## src/include/pmcr_cfg.svh

```systemverilog
// Notes on behaviour
// Direction bit 0 makes the pin an input (reset); 1 makes it an output.
// Setting a direction bit turns that pin into an output driving its latch.
// Ports A, B, E, G drive bit: 0 push-pull (default), 1 open-drain.
// Port C drive bit: 1 selects slew-rate-limited output, 0 push-pull. Code has one port_c_slew flag, set while any port C drive bit is 1.
// Output-enable status for A, B, C is read-only: 1 driving, 0 tri-stated.
// Input-cell status reads the eight input cells live; writes do nothing.
// Writing the first output-cell register loads its flops; reading returns them.
// Second output-cell register loads and reads back its own eight flops.
// First mask bit 1 blocks host loading of that cell flop; 0 allows it.
// Second mask bit 1 blocks host loading of that second-group cell flop.
// Primary protection register is read-only; bit 1 means sector protected.
// Boot protection bits 3..0 report secondary sector protection; 6..4 unused.
// Boot protection bit 7 reads 1 once the security bit is set.
// Test-port enable bit 0 set to 1 enables the scan programming port.
// Clearing test-port enable bit 0 disables the scan programming port.
// Data-in register returns live pin levels of host-controlled input pins.
// Data-out register holds latched values driven onto host-controlled outputs.
// Unused bits of boot protection and test-port registers read zero.
`ifndef PMCR_CFG_SVH
`define PMCR_CFG_SVH

// ----------------------------------------
// Sizes
// ----------------------------------------
`define PMCR_NPORTS        6
`define PMCR_ADDR_W       12

// ----------------------------------------
// Port indices
// ----------------------------------------
`define PMCR_PORT_A       3'h0
`define PMCR_PORT_B       3'h1
`define PMCR_PORT_C       3'h2
`define PMCR_PORT_D       3'h3
`define PMCR_PORT_E       3'h4
`define PMCR_PORT_G       3'h5

// ----------------------------------------
// Per-port block: port n at n * 0x10
// ----------------------------------------
`define PMCR_PORT_LIMIT   12'h060
`define PMCR_SUB_DIN      2'h0
`define PMCR_SUB_DOUT     2'h1
`define PMCR_SUB_DIR      2'h2
`define PMCR_SUB_DRIVE    2'h3

// ----------------------------------------
// Shared registers
// ----------------------------------------
`define PMCR_OFS_OE_A     12'h100
`define PMCR_OFS_OE_B     12'h104
`define PMCR_OFS_OE_C     12'h108
`define PMCR_OFS_INCELL   12'h10c
`define PMCR_OFS_OCELL1   12'h110
`define PMCR_OFS_OCELL2   12'h114
`define PMCR_OFS_MASK1    12'h118
`define PMCR_OFS_MASK2    12'h11c
`define PMCR_OFS_PPROT    12'h120
`define PMCR_OFS_BPROT    12'h124
`define PMCR_OFS_TPORT    12'h128

// ----------------------------------------
// Reset values and fields
// ----------------------------------------
`define PMCR_RST_BYTE     8'h00
`define PMCR_RST_TPORT    1'b0
`define PMCR_RST_DATA     32'h0000_0000
`define PMCR_BPROT_SEC_W  4
`define PMCR_BPROT_PAD    3'h0
`define PMCR_TPORT_PAD    7'h00
`define PMCR_RDATA_PAD    24'h00_0000
`define PMCR_HRESP_OKAY   1'b0

`endif

```

## src/include/pmcr_pkg.sv

```systemverilog
package pmcr_pkg;

   // Configuration of one I/O port
   typedef struct packed {
      logic [7:0] dir;
      logic [7:0] dout;
      logic [7:0] drive;
   } pmcr_port_t;

   // Captured bus address phase
   typedef struct packed {
      logic        wr;
      logic        rd;
      logic [11:0] addr;
   } pmcr_aphase_t;

   // Bus answer sequencing
   typedef enum logic [0:0] {
      PMCR_ST_IDLE  = 1'b0,
      PMCR_ST_RDWAIT = 1'b1
   } pmcr_state_t;

endpackage

```

## src/rtl/pmcr_top.sv

```systemverilog
`timescale 1ns/1ps
`include "pmcr_cfg.svh"

module pmcr_top (
   // Clock and reset
   input  wire logic        clk,
   input  wire logic        rst_b,
   // AHB-Lite slave
   input  wire logic        hsel,
   input  wire logic [31:0] haddr,
   input  wire logic [1:0]  htrans,
   input  wire logic        hwrite,
   input  wire logic [2:0]  hsize,
   input  wire logic        hready,
   input  wire logic [31:0] hwdata,
   output logic      [31:0] hrdata,
   output logic             hreadyout,
   output logic             hresp,
   // Port pins A, B, C, D, E, G, 8 bits each, port A lowest
   input  wire logic [47:0] pin_in,
   output logic      [47:0] pin_out,
   output logic      [47:0] pin_oe,
   output logic             port_c_slew,
   // Logic-array side
   input  wire logic [7:0]  input_capture_cells_all,
   input  wire logic [7:0]  array_load_first,
   input  wire logic [7:0]  array_data_first,
   input  wire logic [7:0]  array_load_second,
   input  wire logic [7:0]  array_data_second,
   output logic      [7:0]  first_group_out_cells_all,
   output logic      [7:0]  second_group_out_cells_all,
   // Flash status
   input  wire logic [7:0]  primary_prot_in,
   input  wire logic [3:0]  boot_prot_in,
   input  wire logic        security_set_in,
   // Scan programming port
   output logic             scan_port_on
);

   // ----------------------------------------
   // Declarations
   // ----------------------------------------
   pmcr_pkg::pmcr_state_t  st_reg;
   pmcr_pkg::pmcr_state_t  st_next;
   pmcr_pkg::pmcr_aphase_t aph_reg;
   pmcr_pkg::pmcr_aphase_t aph_next;
   pmcr_pkg::pmcr_port_t   port_reg  [`PMCR_NPORTS];
   pmcr_pkg::pmcr_port_t   port_next [`PMCR_NPORTS];
   logic [31:0]            hrdata_reg;
   logic [31:0]            hrdata_next;
   logic                   hready_reg;
   logic                   hready_next;
   logic                   hresp_reg;
   logic [47:0]            pin_meta_reg;
   logic [47:0]            pin_sync_reg;
   logic [47:0]            pin_out_reg;
   logic [47:0]            pin_out_next;
   logic [47:0]            pin_oe_reg;
   logic [47:0]            pin_oe_next;
   logic                   slew_reg;
   logic                   slew_next;
   logic [7:0]             cell1_reg;
   logic [7:0]             cell1_next;
   logic [7:0]             cell2_reg;
   logic [7:0]             cell2_next;
   logic [7:0]             mask1_reg;
   logic [7:0]             mask1_next;
   logic [7:0]             mask2_reg;
   logic [7:0]             mask2_next;
   logic                   tport_reg;
   logic                   tport_next;
   logic                   accept;
   logic                   wr_en;
   logic [7:0]             wbyte;
   logic [11:0]            waddr;
   logic [2:0]             wport;
   logic [7:0]             rd_byte;

   // ----------------------------------------
   // Bus address phase and answer timing
   // ----------------------------------------
   // Reads cost one wait state so a read right behind a write sees the new value
   always_comb begin
      accept      = hsel & hready & htrans[1];
      st_next     = st_reg;
      aph_next    = '0;
      hready_next = 1'b1;
      hrdata_next = hrdata_reg;
      case (st_reg)
         pmcr_pkg::PMCR_ST_IDLE: begin
            if (accept) begin
               aph_next.wr   = hwrite;
               aph_next.rd   = ~hwrite;
               aph_next.addr = haddr[`PMCR_ADDR_W-1:0];
               if (!hwrite) begin
                  st_next     = pmcr_pkg::PMCR_ST_RDWAIT;
                  hready_next = 1'b0;
               end
            end
         end
         pmcr_pkg::PMCR_ST_RDWAIT: begin
            // Keep the read address until the answer is registered
            aph_next    = aph_reg;
            hrdata_next = {`PMCR_RDATA_PAD, rd_byte};
            st_next     = pmcr_pkg::PMCR_ST_IDLE;
         end
         default: begin
            st_next = pmcr_pkg::PMCR_ST_IDLE;
         end
      endcase
   end

   always_ff @(posedge clk) begin
      if (!rst_b) begin
         st_reg     <= pmcr_pkg::PMCR_ST_IDLE;
         aph_reg    <= '0;
         hready_reg <= 1'b1;
         hrdata_reg <= `PMCR_RST_DATA;
         hresp_reg  <= `PMCR_HRESP_OKAY;
      end else begin
         st_reg     <= st_next;
         aph_reg    <= aph_next;
         hready_reg <= hready_next;
         hrdata_reg <= hrdata_next;
         hresp_reg  <= `PMCR_HRESP_OKAY;
      end
   end

   // ----------------------------------------
   // Read multiplexer
   // ----------------------------------------
   // Unmapped addresses and port D drive read as zero
   always_comb begin
      rd_byte = `PMCR_RST_BYTE;
      if (aph_reg.addr < `PMCR_PORT_LIMIT) begin
         case (aph_reg.addr[3:2])
            `PMCR_SUB_DIN:   rd_byte = pin_sync_reg[aph_reg.addr[6:4]*8 +: 8];
            `PMCR_SUB_DOUT:  rd_byte = port_reg[aph_reg.addr[6:4]].dout;
            `PMCR_SUB_DIR:   rd_byte = port_reg[aph_reg.addr[6:4]].dir;
            `PMCR_SUB_DRIVE: begin
               if (aph_reg.addr[6:4] != `PMCR_PORT_D) begin
                  rd_byte = port_reg[aph_reg.addr[6:4]].drive;
               end
            end
            default: rd_byte = `PMCR_RST_BYTE;
         endcase
      end else begin
         case (aph_reg.addr)
            `PMCR_OFS_OE_A:   rd_byte = pin_oe_reg[7:0];
            `PMCR_OFS_OE_B:   rd_byte = pin_oe_reg[15:8];
            `PMCR_OFS_OE_C:   rd_byte = pin_oe_reg[23:16];
            `PMCR_OFS_INCELL: rd_byte = input_capture_cells_all;
            `PMCR_OFS_OCELL1: rd_byte = cell1_reg;
            `PMCR_OFS_OCELL2: rd_byte = cell2_reg;
            `PMCR_OFS_MASK1:  rd_byte = mask1_reg;
            `PMCR_OFS_MASK2:  rd_byte = mask2_reg;
            `PMCR_OFS_PPROT:  rd_byte = primary_prot_in;
            `PMCR_OFS_BPROT:  rd_byte = {security_set_in, `PMCR_BPROT_PAD,
                                         boot_prot_in};
            `PMCR_OFS_TPORT:  rd_byte = {`PMCR_TPORT_PAD, tport_reg};
            default:          rd_byte = `PMCR_RST_BYTE;
         endcase
      end
   end

   // ----------------------------------------
   // Write data phase decode
   // ----------------------------------------
   assign wr_en = aph_reg.wr;
   assign wbyte = hwdata[7:0];
   assign waddr = aph_reg.addr;
   assign wport = aph_reg.addr[6:4];

   // ----------------------------------------
   // Port configuration registers
   // ----------------------------------------
   genvar gp;
   generate
      for (gp = 0; gp < `PMCR_NPORTS; gp = gp + 1) begin : g_port
         // Next values; read-only data-in ignores writes
         always_comb begin
            port_next[gp] = port_reg[gp];
            if (wr_en && (waddr < `PMCR_PORT_LIMIT) && (wport == 3'(gp))) begin
               case (waddr[3:2])
                  `PMCR_SUB_DOUT: port_next[gp].dout = wbyte;
                  `PMCR_SUB_DIR:  port_next[gp].dir  = wbyte;
                  `PMCR_SUB_DRIVE: begin
                     if (3'(gp) != `PMCR_PORT_D) begin
                        port_next[gp].drive = wbyte;
                     end
                  end
                  default: port_next[gp] = port_reg[gp];
               endcase
            end
         end

         always_ff @(posedge clk) begin
            if (!rst_b) begin
               port_reg[gp] <= '0;
            end else begin
               port_reg[gp] <= port_next[gp];
            end
         end

         // Pin drivers follow the new configuration at the same edge
         always_comb begin
            if ((3'(gp) == `PMCR_PORT_C) || (3'(gp) == `PMCR_PORT_D)) begin
               pin_oe_next[gp*8 +: 8]  = port_next[gp].dir;
               pin_out_next[gp*8 +: 8] = port_next[gp].dout;
            end else begin
               // Open drain only pulls low, floats for a one
               pin_oe_next[gp*8 +: 8]  = port_next[gp].dir &
                  (~port_next[gp].drive | ~port_next[gp].dout);
               pin_out_next[gp*8 +: 8] = port_next[gp].dout &
                  ~port_next[gp].drive;
            end
         end
      end
   endgenerate

   // Slew flag registered with the pins so the output comes from a flop
   assign slew_next = (port_next[`PMCR_PORT_C].drive != `PMCR_RST_BYTE);

   always_ff @(posedge clk) begin
      if (!rst_b) begin
         pin_oe_reg  <= '0;
         pin_out_reg <= '0;
         slew_reg    <= 1'b0;
      end else begin
         pin_oe_reg  <= pin_oe_next;
         pin_out_reg <= pin_out_next;
         slew_reg    <= slew_next;
      end
   end

   // ----------------------------------------
   // Pin input synchroniser
   // ----------------------------------------
   always_ff @(posedge clk) begin
      if (!rst_b) begin
         pin_meta_reg <= '0;
         pin_sync_reg <= '0;
      end else begin
         pin_meta_reg <= pin_in;
         pin_sync_reg <= pin_meta_reg;
      end
   end

   // ----------------------------------------
   // Output cells, masks, test port
   // ----------------------------------------
   // Array loads first, host write after so an unmasked host write wins
   always_comb begin
      cell1_next = (cell1_reg & ~array_load_first) | (array_data_first & array_load_first);
      cell2_next = (cell2_reg & ~array_load_second) |
                   (array_data_second & array_load_second);
      mask1_next = mask1_reg;
      mask2_next = mask2_reg;
      tport_next = tport_reg;
      if (wr_en) begin
         case (waddr)
            `PMCR_OFS_OCELL1: cell1_next = (cell1_next & mask1_reg) |
                                          (wbyte & ~mask1_reg);
            `PMCR_OFS_OCELL2: cell2_next = (cell2_next & mask2_reg) |
                                          (wbyte & ~mask2_reg);
            `PMCR_OFS_MASK1:  mask1_next = wbyte;
            `PMCR_OFS_MASK2:  mask2_next = wbyte;
            `PMCR_OFS_TPORT:  tport_next = wbyte[0];
            default:          tport_next = tport_reg;
         endcase
      end
   end

   always_ff @(posedge clk) begin
      if (!rst_b) begin
         cell1_reg <= `PMCR_RST_BYTE;
         cell2_reg <= `PMCR_RST_BYTE;
         mask1_reg <= `PMCR_RST_BYTE;
         mask2_reg <= `PMCR_RST_BYTE;
         tport_reg <= `PMCR_RST_TPORT;
      end else begin
         cell1_reg <= cell1_next;
         cell2_reg <= cell2_next;
         mask1_reg <= mask1_next;
         mask2_reg <= mask2_next;
         tport_reg <= tport_next;
      end
   end

   // ----------------------------------------
   // Outputs
   // ----------------------------------------
   assign hrdata                     = hrdata_reg;
   assign hreadyout                  = hready_reg;
   assign hresp                      = hresp_reg;
   assign pin_out                    = pin_out_reg;
   assign pin_oe                     = pin_oe_reg;
   assign port_c_slew                = slew_reg;
   assign first_group_out_cells_all  = cell1_reg;
   assign second_group_out_cells_all = cell2_reg;
   assign scan_port_on               = tport_reg;

endmodule

```

## config.mk

```make
export PLATFORM = sky130hd
export DESIGN_NAME = pmcr_top
export DESIGN_NICKNAME = d
export VERILOG_FILES = /design/src/include/pmcr_pkg.sv /design/src/rtl/pmcr_top.sv
export VERILOG_INCLUDE_DIRS = /design/src /design/src/include
export SDC_FILE = /design/constraint.sdc
export NUM_CORES = 1
export LEC_CHECK = 0
export BUFFER_PORTS_ARGS = -buffer_cell sky130_fd_sc_hd__buf_2
export CAP_MARGIN = 25
export CORE_ASPECT_RATIO = 0.8
export CORE_UTILIZATION = 55
export CTS_BUF_LIST = sky130_fd_sc_hd__clkbuf_8
export DETAILED_ROUTE_END_ITERATION = 10
export GPL_ROUTABILITY_DRIVEN = 0
export PLACE_DENSITY = 0.78
export SLEW_MARGIN = 20
export SYNTH_ARGS = -nofsm -noshare
export SYNTH_HDL_FRONTEND = slang
export SYNTH_SLANG_ARGS = --single-unit
```

## constraint.sdc

```tcl
create_clock -name clk -period 2.5 [get_ports clk]
set_clock_uncertainty 0.1 [all_clocks]
set_input_delay 0.125 -clock clk [delete_from_list [all_inputs] [get_ports clk]]
set_output_delay 0.125 -clock clk [all_outputs]
set_load 0.005 [all_outputs]
```

==> results.txt <==
----------------------------------------------------
[Run status]
  Run status ... finished, final reports clean

[Critical path]
  Worst-path cell chain ... a211o_1, nor3_4, buf_4, and2_1, nor2_2, nor2_1, o31a_1
  Required time at the endpoint of the critical path ... approximately 2.9 ns
  Worst-path cell with the longest stage delay ... sky130_fd_sc_hd__dfxtp_1
  Arrival time worst endpoint ... ~2.8 ns
  Endpoint type of the worst setup path ... register
  Delay of the slowest cell on the worst path ... approximately 0.53 ns
  Crit-path max FO ... 13
  Cell depth of the worst setup path ... 7
  Sum of buffers and inverters on the critical path ... 1
  Setup CP Type ... register to register
  Startpoint types ... register
  R2r worst-path depth ... 7
  Cell family contributing the most delay on the critical path ... simple AND/OR/NAND/NOR gates

[Placed design]
  Post-DP HPWL ... roughly 32000 µm
  Inst Count DP ... between 2000 and 2500
  Number of port buffers ... 249

[CTS]
  Clock tree from TritonCTS ... done
  Clock slew at reported path FFs ... about 0.070 ns
  Clock insertion delay at the later pin of the skew report ... 0.59 ns
  Total number of clock tree sinks ... 356
  Clk root buf ... sky130_fd_sc_hd__clkbuf_8
  H-tree depth ... 2
  Longest Clk Path Bufs ... 3
  Clock buffers created by TritonCTS ... 53

[Global routing]
  Total routing usage reported by global routing ... between 30% and 40%
  Overflow left after global routing ... 0
  Number of global-route vias before repair ... between 10000 and 15000
  Largest net degree at the start of global routing ... 140
  Antenna violations before repair ... 1
  Global-route wire length before repair ... approximately 73000 µm

[Detailed routing]
  Wirelength per Cell ... 21.3 µm
  Number of remaining DRC errors ... 0
  Initial DRC Count ... between 1500 and 2000
  Total via count after detailed routing ... ~13000
  Number of search-and-repair iterations in the first detailed-routing pass ... 6
  Via-per-instance ratio ... a little under 6
  Total wirelength of the detailed-routed design ... roughly 49000 µm
  Antenna violation net count after detailed routing ... 0

[Timing]
  Count of final hold-check violations ... 0
  Slew at the pin closest to its max-slew limit ... between 0.6 and 0.7 ns
  Worst slew margin relative to its limit ... between 50 and 60%
  RSZ-0062 raised after global routing ... no
  Highest clock rate ... between 400 and 500 MHz
  Setup violation total in the final timing report ... 0
  Accumulated negative setup slack ... 0 ns
  Post-route minimum period ... 2.42 ns
  Final Cycle Share ... 96.9%
  Number of slew-limit violations in the final report ... 0

[Die]
  Num rows ... between 50 and 60
  Initial Utilization ... a little under three fifths
  Width of the die ... approximately 190 µm
  I/O pin total ... 323
  Total core area ... 0.0267 mm²
  DIE HEIGHT ... about 150 µm
  Die area ... about 0.028 mm²

[Final layout]
  Flip-flop count of the largest register after layout ... between 100 and 150
  Number of nets in the layout ... ~2100
  Fraction of final layout cells sized beyond drive strength 1 ... a little under a quarter
  Area growth from synthesis to final layout ... 26.7%
  Number of cells in the finished layout apart from fillers ... around 2300

[Flow run]
  Reported max-cap violation count ... 0

[Yosys]
  Mapped Avg Cell Area ... roughly 9.7 µm²
  Cell variety after synth ... 68
  Proportion of synthesized chip area in sequential cells ... roughly 47%
  Post-Synthesis Cells ... approximately 1600
  Share of async-settable or async-resettable flops after synthesis ... 0%
  Flops & latches, synth ... ~360
  Number of flops mapped to enable cells by yosys ... 0
  Netlist area before placement ... between 0.015 and 0.02 mm²
  Synth Flop Type ... sky130_fd_sc_hd__dfxtp_1
  Warnings, synthesis ... 0

[Pwr]
  Cell-internal power ... between 9 and 10 mW
  Share of total power in sequential cells ... roughly 47%
  Switching fraction of total power ... between 20% and 30%
  Maximum resistive drop on vdd ... 637 µV
  Pwr dens ... 650 mW/mm²
  Switching Power ... 2.78 mW
  Combinational share of power ... 6.0%
  Leakage ... a little over 8 nW
  Relative contribution of the clock network to total power ... roughly 47%

[Min path]
  Cell depth of the worst hold path ... 3
  Path type of the worst min-delay path ... input port to register

----------------------------------------------------
metal layers:
metal | part of all wire (%) | global-route usage, %
met3 | 11 | 7.81
met5 | 0 | 0
met2 | 45 | 54.5
met4 | 4.4 | 14.7
met1 | 39 | 44.1
synthesized netlist by cell type (all sizes together) (3+ instances only):
master,instances,area [µm²]
o21a,18,135
mux4,19,428
nor2b,108,676
and2,117,732
o31a,16,140
mux2i,172,1720
o32ai,3,26.3
nand2,89,337
o21ai,102,510
nand3,32,175
nor3,9,83.8
a22oi,8,60.1
o22ai,19,119
mux2,15,169
nor2,123,474
a211oi,4,30.0
nand4,6,50.0
a31oi,14,87.6
a221o,4,40.0
a21oi,26,130
a221oi,7,61.3
a22o,16,140
buf,82,529
dfxtp,356,7130
and3,8,50.1
a21boi,33,248
or3,5,36.3
o311a,16,160
inv,6,22.5
nor4,6,37.5
clkbuf,80,300
o2bb2ai,3,26.3
kinds of logic after synthesis:
| group | after synthesis | synth area share (%) |
|---|---|---|
| and+or+nand+nor | 514 | 18.2 |
| DFF | 356 | 47.1 |
| AOI/OAI and AO/OA | 307 | 13.7 |
| muxes | 206 | 15.3 |
| buffers and inverters | 168 | 5.63 |
| other | 1 | 0.0248 |
tightest hold or removal path, delay by kind of cell:
family | cells | cell delay [ns]
buffers and inverters | 1 | 0.32
AND/OR/NAND/NOR | 1 | 0.13
AO/OA/AOI/OAI | 1 | 0.08
final timing paths:
kind,from,end,slack [ns]
hold / removal,hwdata[1],port_reg[4][9]$_SDFF_PN0_,0.03
hold reg to reg,pin_meta_reg[29]$_SDFF_PN0_,pin_sync_reg[29]$_SDFF_PN0_,0.33
setup reg to reg,waddr[6]$_SDFFE_PN0N_,pin_oe[7]$_SDFF_PN0_,0.08
setup / recovery,waddr[6]$_SDFFE_PN0N_,pin_oe[7]$_SDFF_PN0_,0.08
placed cells by master, fill, tap and decap left out, drive strengths merged, types with 4 or more instances in the layout:
cell type / count
clkbuf: 65
nor2b: 108
and2: 117
nor3: 9
dlygate4sd3: 114
mux2: 15
dfxtp: 356
a21oi: 26
o22ai: 19
nand2: 89
clkinv: 14
a22o: 16
or3: 5
o21ai: 102
and3: 8
nor4: 6
a31oi: 14
a21boi: 33
nand3: 32
mux2i: 172
a221oi: 7
nor2: 123
buf: 307
o21a: 18
a211oi: 4
a22oi: 8
a221o: 4
inv: 13
conb: 25
o31a: 16
nand4: 6
bufinv: 11
mux4: 19
o311a: 16
final cells by class:
| cell class | count | area, µm² |
|---|---|---|
| Fill cell | 1973 | 7490 |
| Multi-Input combinational cell | 1052 | 7250 |
| Sequential cell | 356 | 7130 |
| Timing Repair Buffer | 421 | 2970 |
| Clock buffer | 65 | 895 |
| Clock inverter | 34 | 454 |
| Tap cell | 357 | 447 |
| Inverter | 6 | 22.5 |
| Antenna cell | 1 | 2.50 |
per-stage QoR:
step	total power, mW	utilization [%]	worst slack (ns)	instance area, µm²	hold WS (ns)
detailed placement	6.51	62.4	0.131	16600	0.235
global route	12.8	71.9	0.0194	19200	0.0450
CTS	12.4	71.8	0.108	19100	0.00548
global placement	6.50	62.4	0.183	16600	0.231
floorplan	6.28	-	0.427	15200	0.148
finish	12.5	71.9	0.0774	19200	0.0330
power groups by stage:
stage | combinational (mW) | clock [mW] | sequential [mW]
after global routing | 0.798 | 6.18 | 5.82
after detailed placement | 0.573 | 0 | 5.94
after global placement | 0.564 | 0 | 5.94
after CTS | 0.719 | 5.91 | 5.81
final | 0.749 | 5.89 | 5.82
after floorplan | 0.365 | 0 | 5.92
timing repair:
action,in CTS,in global routing
hold buffers,114,0
setup buffers,0,1
resized for setup,0,5
setup endpoints to repair,0,10
endpoints found under the hold margin,111,0
(Power assumes the default switching activity.)
